[src/verilog/fes_pkg.sv]
// Summary of operation
// RL1 - A missing operation reports unimplemented, never misaligned register, whatever registers are named.
// RL2 - IEEE trap records its exception in current field; accrued field stays untouched.
// RL3 - An incomplete operation raises the misc trap with type 2, current field unchanged.
// RL4 - An operation not in hardware raises the misc trap with type 3, current field kept.
// RL5 - Every quad-precision operation is treated as not implemented in hardware.
// RL6 - A quad operand register number not a multiple of four gives type 6.
// RL7 - Trap type values 4 and 5 are never produced.
// RL8 - Any floating trap leaves the accrued field and condition codes unchanged.
// RL9 - IEEE trap sets the trapping current bit; other traps keep the current field.
// RL10 - The queue-not-empty bit always reads zero and ignores writes.
// RL11 - Accrued field is bits 9:5 and gathers exceptions only while masked.
// RL12 - Without trap, mask AND current decides: trap keeps accrued, else OR into it.
// RL13 - Both status load widths write the accrued field with the supplied value.
// RL14 - Current field bits 4:0 show the last operation's exceptions, others cleared.
// RL15 - Only non-trapping or IEEE-trapping operations update current; trapping sets one bit.
// RL16 - Overflow: both masked set both no trap; else inexact or overflow alone, trap.
// RL17 - Underflow: both masked set both no trap; else inexact or underflow alone, trap.
// RL18 - Trap type field sits in bits 16:14 and names the trap cause.
// RL19 - Simultaneous conditions encode only the highest-priority one.
// RL20 - Trap type holds until a good store or non-trapping operation; loads keep it.
// RL21 - Trap enable mask is bits 27:23, one enable per current exception bit.
// RL22 - Priority is unimplemented, misaligned, incomplete, IEEE; zero when nothing detected.
package fes_pkg;
  localparam int STAT_W = 64;
  localparam int EXC_W = 5;
  // Field positions of the status register.
  localparam int CEXC_LSB = 0;
  localparam int AEXC_LSB = 5;
  localparam int FCC0_LSB = 10;
  localparam int QNE_BIT = 13;
  localparam int FTT_LSB = 14;
  localparam int VER_LSB = 17;
  localparam int TEM_LSB = 23;
  localparam int RD_LSB = 30;
  localparam int FCCHI_LSB = 32;
  // Bits inside each exception field.
  localparam int EXC_NV = 4;
  localparam int EXC_OF = 3;
  localparam int EXC_UF = 2;
  localparam int EXC_DZ = 1;
  localparam int EXC_NX = 0;
  // Trap type codes.
  localparam logic [2:0] FTT_NONE = 3'h0;
  localparam logic [2:0] FTT_IEEE = 3'h1;
  localparam logic [2:0] FTT_INCOMPLETE = 3'h2;
  localparam logic [2:0] FTT_NOT_IN_HW = 3'h3;
  localparam logic [2:0] FTT_MISALIGNED = 3'h6;
  // Reset values.
  localparam logic [4:0] EXC_RST = 5'h00;
  localparam logic [1:0] RD_RST = 2'h0;
  localparam logic [1:0] FCC0_RST = 2'h0;
  localparam logic [5:0] FCCHI_RST = 6'h00;
  // Version code is arbitrary.
  localparam logic [2:0] VER_DEFAULT = 3'h0;
endpackage : fes_pkg
[src/verilog/fes_cexc_res.sv]
module fes_cexc_res (
  // Exceptions and mask
  input wire logic [fes_pkg::EXC_W-1:0] exc_in,
  input wire logic [fes_pkg::EXC_W-1:0] tem_in,
  // Result
  output logic [fes_pkg::EXC_W-1:0] cexc_out,
  output logic trap_out
);
  import fes_pkg::*;
  logic [EXC_W-1:0] exc_adj;
  logic [EXC_W-1:0] enabled;
  logic [EXC_W-1:0] first;
  always_comb begin
    exc_adj = exc_in;
    // Overflow always comes with inexact; untrapped underflow does too.
    if (exc_in[EXC_OF] || (exc_in[EXC_UF] && !tem_in[EXC_UF])) begin
      exc_adj[EXC_NX] = 1'b1;
    end
    enabled = exc_adj & tem_in; // see RL21
    // Only one trapping bit may survive, so the higher index wins and inexact comes last.
    first = 5'h00;
    if (enabled[EXC_NV]) begin
      first = 5'h10;
    end else if (enabled[EXC_OF]) begin
      first = 5'h08;
    end else if (enabled[EXC_UF]) begin
      first = 5'h04;
    end else if (enabled[EXC_DZ]) begin
      first = 5'h02;
    end else if (enabled[EXC_NX]) begin
      first = 5'h01;
    end
    trap_out = |enabled; // see RL12
    // A trapping case keeps exactly one bit, else all detected bits. (see RL16) (see RL17)
    cexc_out = trap_out ? first : exc_adj; // see RL15
  end
endmodule : fes_cexc_res

[src/verilog/fes_core.sv]
module fes_core #(
  parameter logic [2:0] VER_CODE = fes_pkg::VER_DEFAULT
) (
  // Clock and reset
  input wire logic clock_in,
  input wire logic rst_in,
  // Operation report from the datapath
  input wire logic op_valid_in,
  input wire logic op_not_in_hw_in,
  input wire logic op_quad_in,
  input wire logic op_incomplete_in,
  input wire logic [2:0] op_quad_regs_in,
  input wire logic [5:0] op_rs1_in,
  input wire logic [5:0] op_rs2_in,
  input wire logic [5:0] op_rd_in,
  input wire logic [fes_pkg::EXC_W-1:0] exc_in,
  // Status register load and store
  input wire logic status_load_32_in,
  input wire logic status_load_64_in,
  input wire logic [fes_pkg::STAT_W-1:0] status_wdata_in,
  input wire logic status_store_in,
  input wire logic store_err_in,
  // Results
  output logic [fes_pkg::STAT_W-1:0] float_status_control_out,
  output logic float_ieee_trap_out,
  output logic float_misc_trap_out
);
  import fes_pkg::*;

  logic [EXC_W-1:0] cexc_r, cexc_nxt;
  logic [EXC_W-1:0] aexc_r, aexc_nxt;
  logic [EXC_W-1:0] tem_r, tem_nxt;
  logic [2:0] ftt_r, ftt_nxt;
  logic [1:0] rd_r, rd_nxt;
  logic [1:0] fcc0_r, fcc0_nxt;
  logic [5:0] fcchi_r, fcchi_nxt;
  logic [STAT_W-1:0] stat_r, stat_nxt;
  logic ieee_trap_r, ieee_trap_nxt;
  logic misc_trap_r, misc_trap_nxt;

  logic not_in_hw;
  logic misaligned;
  logic [EXC_W-1:0] res_cexc;
  logic res_trap;
  logic [2:0] enc_ftt;
  logic other_trap;

  // Quad operations are never in hardware. (see RL5)
  assign not_in_hw = op_not_in_hw_in | op_quad_in;
  assign misaligned = (op_quad_regs_in[0] && (op_rs1_in[1:0] != 2'h0)) ||
                      (op_quad_regs_in[1] && (op_rs2_in[1:0] != 2'h0)) ||
                      (op_quad_regs_in[2] && (op_rd_in[1:0] != 2'h0)); // see RL6

  fes_cexc_res u_res (
    .exc_in(exc_in),
    .tem_in(tem_r),
    .cexc_out(res_cexc),
    .trap_out(res_trap)
  );

  fes_ftt_enc u_enc (
    .not_in_hw_in(not_in_hw),
    .misaligned_in(misaligned),
    .incomplete_in(op_incomplete_in),
    .ieee_in(res_trap),
    .ftt_out(enc_ftt)
  );

  assign other_trap = (enc_ftt != FTT_NONE) && (enc_ftt != FTT_IEEE);

  // Operations and loads are separate instructions; if both arrive, the operation wins.
  always_comb begin
    cexc_nxt = cexc_r;
    aexc_nxt = aexc_r;
    tem_nxt = tem_r;
    ftt_nxt = ftt_r;
    rd_nxt = rd_r;
    fcc0_nxt = fcc0_r;
    fcchi_nxt = fcchi_r;
    ieee_trap_nxt = 1'b0;
    misc_trap_nxt = 1'b0;
    if (op_valid_in) begin
      ftt_nxt = enc_ftt; // see RL18
      if (other_trap) begin
        // Current and accrued fields stay as they are. (see RL3) (see RL4) (see RL8)
        misc_trap_nxt = 1'b1;
      end else if (res_trap) begin
        cexc_nxt = res_cexc; // see RL2
        ieee_trap_nxt = 1'b1; // see RL9
      end else begin
        cexc_nxt = res_cexc; // see RL14
        aexc_nxt = aexc_r | res_cexc; // see RL11
      end
    end else if (status_load_32_in || status_load_64_in) begin
      // Trap type, version and queue bit are not loadable. (see RL20) (see RL10)
      cexc_nxt = status_wdata_in[CEXC_LSB +: EXC_W];
      aexc_nxt = status_wdata_in[AEXC_LSB +: EXC_W]; // see RL13
      tem_nxt = status_wdata_in[TEM_LSB +: EXC_W];
      rd_nxt = status_wdata_in[RD_LSB +: 2];
      fcc0_nxt = status_wdata_in[FCC0_LSB +: 2];
      if (status_load_64_in) begin
        fcchi_nxt = status_wdata_in[FCCHI_LSB +: 6];
      end
    end else if (status_store_in && !store_err_in) begin
      ftt_nxt = FTT_NONE; // see RL20
    end
  end

  // The output image is registered so the status value never has a combinational path.
  always_comb begin
    stat_nxt = '0;
    stat_nxt[CEXC_LSB +: EXC_W] = cexc_nxt;
    stat_nxt[AEXC_LSB +: EXC_W] = aexc_nxt;
    stat_nxt[FCC0_LSB +: 2] = fcc0_nxt;
    stat_nxt[QNE_BIT] = 1'b0; // see RL10
    stat_nxt[FTT_LSB +: 3] = ftt_nxt;
    stat_nxt[VER_LSB +: 3] = VER_CODE;
    stat_nxt[TEM_LSB +: EXC_W] = tem_nxt;
    stat_nxt[RD_LSB +: 2] = rd_nxt;
    stat_nxt[FCCHI_LSB +: 6] = fcchi_nxt;
  end

  always_ff @(posedge clock_in) begin
    if (rst_in) begin
      cexc_r <= EXC_RST;
      aexc_r <= EXC_RST;
      tem_r <= EXC_RST;
      ftt_r <= FTT_NONE;
      rd_r <= RD_RST;
      fcc0_r <= FCC0_RST;
      fcchi_r <= FCCHI_RST;
      stat_r <= '0;
      ieee_trap_r <= 1'b0;
      misc_trap_r <= 1'b0;
    end else begin
      cexc_r <= cexc_nxt;
      aexc_r <= aexc_nxt;
      tem_r <= tem_nxt;
      ftt_r <= ftt_nxt;
      rd_r <= rd_nxt;
      fcc0_r <= fcc0_nxt;
      fcchi_r <= fcchi_nxt;
      stat_r <= stat_nxt;
      ieee_trap_r <= ieee_trap_nxt;
      misc_trap_r <= misc_trap_nxt;
    end
  end

  assign float_status_control_out = stat_r;
  assign float_ieee_trap_out = ieee_trap_r;
  assign float_misc_trap_out = misc_trap_r;
endmodule : fes_core

[src/verilog/fes_ftt_enc.sv]
module fes_ftt_enc (
  // Detected conditions
  input wire logic not_in_hw_in,
  input wire logic misaligned_in,
  input wire logic incomplete_in,
  input wire logic ieee_in,
  // Encoded trap type
  output logic [2:0] ftt_out
);
  import fes_pkg::*;
  // Codes 4, 5 and 7 have no path here, so they cannot appear. (see RL7)
  always_comb begin
    if (not_in_hw_in) begin // see RL22
      ftt_out = FTT_NOT_IN_HW; // see RL1
    end else if (misaligned_in) begin
      ftt_out = FTT_MISALIGNED;
    end else if (incomplete_in) begin
      ftt_out = FTT_INCOMPLETE;
    end else if (ieee_in) begin
      ftt_out = FTT_IEEE;
    end else begin
      ftt_out = FTT_NONE; // see RL19
    end
  end
endmodule : fes_ftt_enc

[config.mk]
export PLATFORM = sky130hd
export DESIGN_NAME = fes_core
export DESIGN_NICKNAME = d
export VERILOG_FILES = /design/src/verilog/fes_pkg.sv /design/src/verilog/fes_cexc_res.sv /design/src/verilog/fes_core.sv /design/src/verilog/fes_ftt_enc.sv
export SDC_FILE = /design/constraint.sdc
export NUM_CORES = 1
export LEC_CHECK = 0
export ABC_AREA = 1
export BUFFER_PORTS_ARGS = -buffer_cell sky130_fd_sc_hd__buf_2
export CORE_ASPECT_RATIO = 1.75
export CORE_MARGIN = 2
export CORE_UTILIZATION = 30
export DETAILED_ROUTE_END_ITERATION = 10
export PLACE_DENSITY = 0.71
export SYNTH_ARGS = -nofsm -noshare
export SYNTH_HDL_FRONTEND = slang
export SYNTH_SLANG_ARGS = --single-unit
[constraint.sdc]
create_clock -name clock_in -period 1.66 [get_ports clock_in]
set_input_delay 0.166 -clock clock_in [delete_from_list [all_inputs] [get_ports clock_in]]
set_output_delay 0.166 -clock clock_in [all_outputs]
set_load 0.005 [all_outputs]
After elaboration in Yosys (flattened, before gate mapping)
Index checks and enable logic that the tools add are counted.
{ "totals": {"register_bits": 94, "latchBits": 0, "ramBits": 0, "romBits": 0, "input_bits": 100, "output_inout_bits": 66, "mem_count": 0} }
{ "op_classes": {"n_addsub": 0, "multipliers": 0, "div": 0, "order_cmp": 0, "n_eq_ne": 1, "shift": 0, "mux": 32, "bitwise": 4, "n_reduce_logical": 19} }
{ "op_table": {"columns": ["cell", "count"], "rows": [
  ["$mux W5", 14],
  ["$mux W3", 6],
  ["$mux W6", 3],
  ["$mux W2", 4],
  ["$logic_and A1 B1 Y1", 6],
  ["$reduce_bool A2 Y1", 3],
  ["$and A5 B5 Y5", 1],
  ["$mux W1", 5],
  ["$or A5 B5 Y5", 1],
  ["$reduce_or A5 Y1", 1],
  ["$logic_or A1 B1 Y1", 4],
  ["$ne A3 B1 Y1 const B", 1],
  ["$reduce_bool A3 Y1", 1],
  ["$reduce_or A3 Y1", 1],
  ["$logic_not A1 Y1", 2],
  ["$reduce_or A2 Y1", 1],
  ["$not A1 Y1", 1],
  ["$or A1 B1 Y1", 1]
]} }

Depth between registers and ports, before layout
{ "logic_depth": {"ltp_word": 15, "mapped_depth": 12, "mapped_depth_nobuf": 12} }

By module
From an unflattened synthesis, not the netlist that was laid out.
{ "unflattened": {"hier_cells": 267, "area_unflattened_um2": 1780.5} }
{ "by_module_without_submodules": {"columns": ["module", "instances", "cells_each", "area_per_inst_um2", "seq_area_each_um2"], "rows": [
  ["fes_core", 1, 234, 1630.3, 600.6],
  ["fes_cexc_res", 1, 26, 121.4, 0.0],
  ["fes_ftt_enc", 1, 7, 28.8, 0.0]
]} }

Worst setup path after synthesis
OpenSTA, ideal clock, no wires.
{ "synth_path": {"path_kind": "register to register", "from": "reg tem_r[2]", "to": "reg aexc_r[0]", "setup_ns": 0.124, "t_arrival_ns": 1.126, "setup_slack_ns": 0.410, "stages_incl_launch_ff": 12, "path_buffers": 0, "period_less_slack_ns": 1.250, "cell_sequence": "dfxtp_1 inv_2 nand2_2 nand2_2 nand2_4 nand2_4 nor2_4 nand3_1 nand2_1 nor2_1 nor2_1 nor2_1"} }
{ "synth_between": {"elab_chain_cells": 15, "elab_cells_between_ends": 23, "cone_classes": "eq/ne: 1; mux: 14; bitwise: 2; reduce/logical: 6"} }
{ "synth_lines": {"columns": ["element", "line", "rtl"], "rows": [
  ["start, declared", "fes_core.sv:32", "logic [EXC_W-1:0] tem_r, tem_nxt;"],
  ["start signal, assigned", "fes_core.sv:138", "tem_r <= tem_nxt;"],
  ["$logic_not A1 Y1", "fes_cexc_res.sv:16", "if (exc_in[EXC_OF] || (exc_in[EXC_UF] && !tem_in[EXC_UF])) begin"],
  ["$logic_and A1 B1 Y1", "fes_cexc_res.sv:16", null],
  ["$logic_or A1 B1 Y1", "fes_cexc_res.sv:16", null],
  ["$mux W1", "fes_cexc_res.sv:16", null],
  ["$and A5 B5 Y5", "fes_cexc_res.sv:19", "enabled = exc_adj & tem_in;"],
  ["$mux W1", "fes_cexc_res.sv:30", "end else if (enabled[EXC_NX]) begin"],
  ["$mux W5", "fes_cexc_res.sv:28", "end else if (enabled[EXC_DZ]) begin"],
  ["$mux W5", "fes_cexc_res.sv:26", "end else if (enabled[EXC_UF]) begin"],
  ["$mux W5", "fes_cexc_res.sv:24", "end else if (enabled[EXC_OF]) begin"],
  ["$mux W5", "fes_cexc_res.sv:22", "if (enabled[EXC_NV]) begin"],
  ["$mux W5", "fes_cexc_res.sv:35", "cexc_out = trap_out ? first : exc_adj;"],
  ["$or A5 B5 Y5", "fes_core.sv:92", "aexc_nxt = aexc_r | res_cexc;"],
  ["$mux W5", "fes_core.sv:87", "end else if (res_trap) begin"],
  ["$mux W5 (*)", "fes_core.sv:84", "if (other_trap) begin"],
  ["$mux W5 (*)", "fes_core.sv:82", "if (op_valid_in) begin"],
  ["end signal, assigned", "fes_core.sv:137", "aexc_r <= aexc_nxt;"],
  ["end, declared", "fes_core.sv:31", "logic [EXC_W-1:0] aexc_r, aexc_nxt;"]
]} }
Mark *: on every way between the ends. The rest lies on a longest branch, timed or not.
A chain may end at the register's enable or synchronous reset.

Worst setup path after layout
{ "layout_path": {"from": "reg tem_r[2]", "to": "reg aexc_r[2]"} }
{ "layout_between": {"elab_chain_cells": 14, "elab_cells_between_ends": 21, "cone_classes": "eq/ne: 1; mux: 12; bitwise: 2; reduce/logical: 6"} }
{ "layout_lines": {"columns": ["element", "line", "rtl"], "rows": [
  ["$logic_not A1 Y1", "fes_cexc_res.sv:16", null],
  ["$logic_and A1 B1 Y1", "fes_cexc_res.sv:16", null],
  ["$logic_or A1 B1 Y1", "fes_cexc_res.sv:16", null],
  ["$mux W1", "fes_cexc_res.sv:16", null],
  ["$and A5 B5 Y5 (*)", "fes_cexc_res.sv:19", null],
  ["$reduce_or A5 Y1", "fes_cexc_res.sv:33", "trap_out = |enabled;"],
  ["$mux W1", "fes_ftt_enc.sv:19", "end else if (ieee_in) begin"],
  ["$mux W3", "fes_ftt_enc.sv:17", "end else if (incomplete_in) begin"],
  ["$mux W3", "fes_ftt_enc.sv:15", "end else if (misaligned_in) begin"],
  ["$mux W3", "fes_ftt_enc.sv:13", "if (not_in_hw_in) begin"],
  ["$ne A3 B1 Y1 or $reduce_bool A3 Y1 (tied branches)", "fes_core.sv:69", "assign other_trap = (enc_ftt != FTT_NONE) && (enc_ftt != FTT_IEEE);"],
  ["$logic_and A1 B1 Y1", "fes_core.sv:69", null],
  ["$mux W5 (*)", "fes_core.sv:84", null],
  ["$mux W5 (*)", "fes_core.sv:82", null]
]} }
Marked as above.

==> results.json <==
{
  "syn_inst": 260,
  "netlist.area_leader.share_pct": 34.4,
  "ys_types": 23,
  "power_switching_share_pct": 28.8,
  "place_ws_ns": 0.274,
  "clock_skew_ns": 0.00257,
  "startpoint_type": "flop",
  "drc_errors": 0,
  "syn_area_mm2": 0.00174,
  "overflow": 0,
  "crit_top_cell": "nor2_1",
  "wl_per_cell_um": 10.6,
  "core_area_mm2": 0.00559,
  "avgSynthCellArea_um2": 6.71,
  "synth_largest_area_cell": "dfxtp_1",
  "synth_edf_count": 0,
  "powerDensity_mw_per_mm2": 774,
  "crit_fanout": 4,
  "ys_seq_area_share_pct": 34.4,
  "pwr-share-clk_pct": 31.9,
  "outcome": "finished clean",
  "antenna_left": 0,
  "finalCritPeriodShare_pct": 84.6,
  "crit_required_ns": 1.83,
  "antenna_found_initial": 0,
  "tritoncts": "yes",
  "grt_first_pass_wirelength_um": 7020,
  "rows": 36,
  "grt_start_max_net_pins": 18,
  "dieArea_mm2": 0.00646,
  "period_minus_slack_ns": 1.40,
  "cpPeakStageDelay_ns": 0.39,
  "synth.most_common_cell": "nor2_1",
  "post-dp-hpwl_um": 3710,
  "ys_ff_latch": 30,
  "wl_um": 4470,
  "path_cells": "inv_2 -> nand2_2 -> nand2_2 -> nand2_4 -> nand2_4 -> nor2_4 -> nand3_1 -> nand2_1 -> nor2_1 -> nor2_1 -> nor2_1",
  "synth_ff_type": "dfxtp_1",
  "rsz0062_at_grt": "false",
  "drive_above_1_share_pct": 30.2,
  "cts_hold_buf": 0,
  "peakVddDrop_v": 0.000416,
  "yosys_warnings": 0,
  "pin_count": 166,
  "ys_async_sr_fraction_pct": 0,
  "die_h_um": 105,
  "sequentialPowerShare_pct": 46.9,
  "cts.sinks": 30,
  "syn2layout_area_growth_pct": 25.3,
  "clkTransAtPathRegs_ns": 0.06,
  "die_x_um": 61.6,
  "power_frac_comb_pct": 21.2,
  "antenna_cells": 0,
  "crit_path_end_kind": "flop",
  "hold_viol": 0,
  "cts_resized": 0,
  "fillers": 625,
  "gp_congestion": 0.784,
  "numPortBuffers": 78,
  "grt_pass1_vias": 1610,
  "drv_slew": 0,
  "switching_power_mw": 0.487,
  "arrival_ns": 1.57,
  "synth_commonest_cells": "nor2_1, nand2_1, buf_4",
  "placed_cell_area_mm2": 0.00211,
  "drtIter0Drc": 28,
  "p_int_mw": 1.20,
  "finalWorstSetupSlack_ns": 0.256,
  "timing.fmax_ghz": 0.712,
  "cpMaxStageDelayCell": "dfxtp_1",
  "clock_path_buffers": 2,
  "postCtsSetupBuffers": 0,
  "cellLeakagePower_nw": 1.27,
  "setup_tns_ns": 0,
  "dr_total_vias": 1769,
  "grt_usage_pct": 14.5,
  "drt-pass1-iter-count": 4,
  "clk-insertion-delay-late_ns": 0.27,
  "h-tree-depth": 2,
  "final_area_mm2": 0.00218,
  "start_util_pct": 31.2,
  "ys_top_cells_by_area": "dfxtp_1, buf_4, nor2_1",
  "cts_made_buffers": 5,
  "layout.nets": 444,
  "path_class": "flop to flop",
  "viasPerCell": 4.21,
  "worstHoldPathType": "input port to flop",
  "root_buffer": "clkbuf_8",
  "setup_viol": 0,
  "maxCapViolations": 0
}
[layout by cell type (no fill, tap or decap)]
master	n
a21oi_1	4
a32oi_1	1
buf_2	78
buf_4	5
clkbuf_1	2
clkbuf_8	5
conb_1	36
dfxtp_1	30
inv_1	29
inv_2	2
nand2_1	48
nand2_2	5
nand2_4	2
nand3_1	16
nand3b_1	1
nand4_1	2
nand4_4	1
nor2_1	50
nor2_2	2
nor2_4	3
nor3_1	1
o21ai_0	19
o21ai_2	1
o22ai_1	1
[path summary, 6_finish.rpt]
| path | cells past startpoint | slack, ns | from | to |
|---|---|---|---|---|
| max reg2reg | 11 | 0.26 | tem_r[2]$_SDFFE_PP0P_ | aexc_r[2]$_SDFFE_PP0P_ |
| min reg2reg | 2 | 0.47 | ftt_r[0]$_SDFFE_PP0P_ | ftt_r[0]$_SDFFE_PP0P_ |
| min | 3 | 0.12 | status_wdata_in[23] | tem_r[0]$_SDFFE_PP0P_ |
| max | 11 | 0.26 | tem_r[2]$_SDFFE_PP0P_ | aexc_r[2]$_SDFFE_PP0P_ |
[metal layers]
metal | part of all wire (%) | global-route usage [%] | vias up | routed length (um)
li1 | - | - | 893 | -
met1 | 36 | 14.7 | 783 | 1610
met2 | 54 | 26.8 | 88 | 2410
met3 | 8.3 | 2.97 | 5 | 373
met4 | 1.7 | 5.47 | 0 | 77
met5 | 0 | 0 | - | 0
[critical path, delay by kind of cell, from the launching register on]
family / cells / cell delay [ns]
buffers and inverters: 1 / 0.06
flip-flops: 1 / 0.39
AND/OR/NAND/NOR: 10 / 0.84
[power by group through the flow]
stage	clock network, mW	registers, mW	logic, mW
after floorplan	0	0.813	0.260
after global placement	0	0.807	0.355
after detailed placement	0	0.808	0.363
after CTS	0.555	0.793	0.365
after global routing	0.587	0.798	0.416
final	0.539	0.792	0.359
[sequential cells by signal (all words and copies together) (netlist names), 2 cells and up]
signal	flops
fcchi_r	6
float_status_control_out	6
tem_r	4
cexc_r	4
aexc_r	4
ftt_r	2
[cell families after synthesis]
logic type	count (synthesis)	share of synthesized area [%]
flops	30	34.4
compound gates	26	7.96
simple gates	131	34.1
other cells	1	0.215
buf+inv	72	23.3
[per-stage QoR]
step	std cells	hold WS [ns]	utilization, %	total power, mW
3_3_place_gp	413	0.389	37.7	1.16
3_5_place_dp	413	0.397	37.7	1.17
4_1_cts	420	0.111	39.1	1.71
2_1_floorplan	295	0.301	-	1.07
5_1_grt	420	0.108	39.1	1.80
6_report	420	0.115	39.1	1.69
[layout make-up]
class / instances / area (um2) / share of cell area [%]
sequential: 30 / 601 / 27.5
tap: 76 / 95.1 / 4.35
timing repair buffer: 83 / 428 / 19.6
clock buffer: 7 / 76.3 / 3.49
multi-input combinational: 193 / 868 / 39.7
inverter: 31 / 116 / 5.33
(Power assumes the default switching activity.)
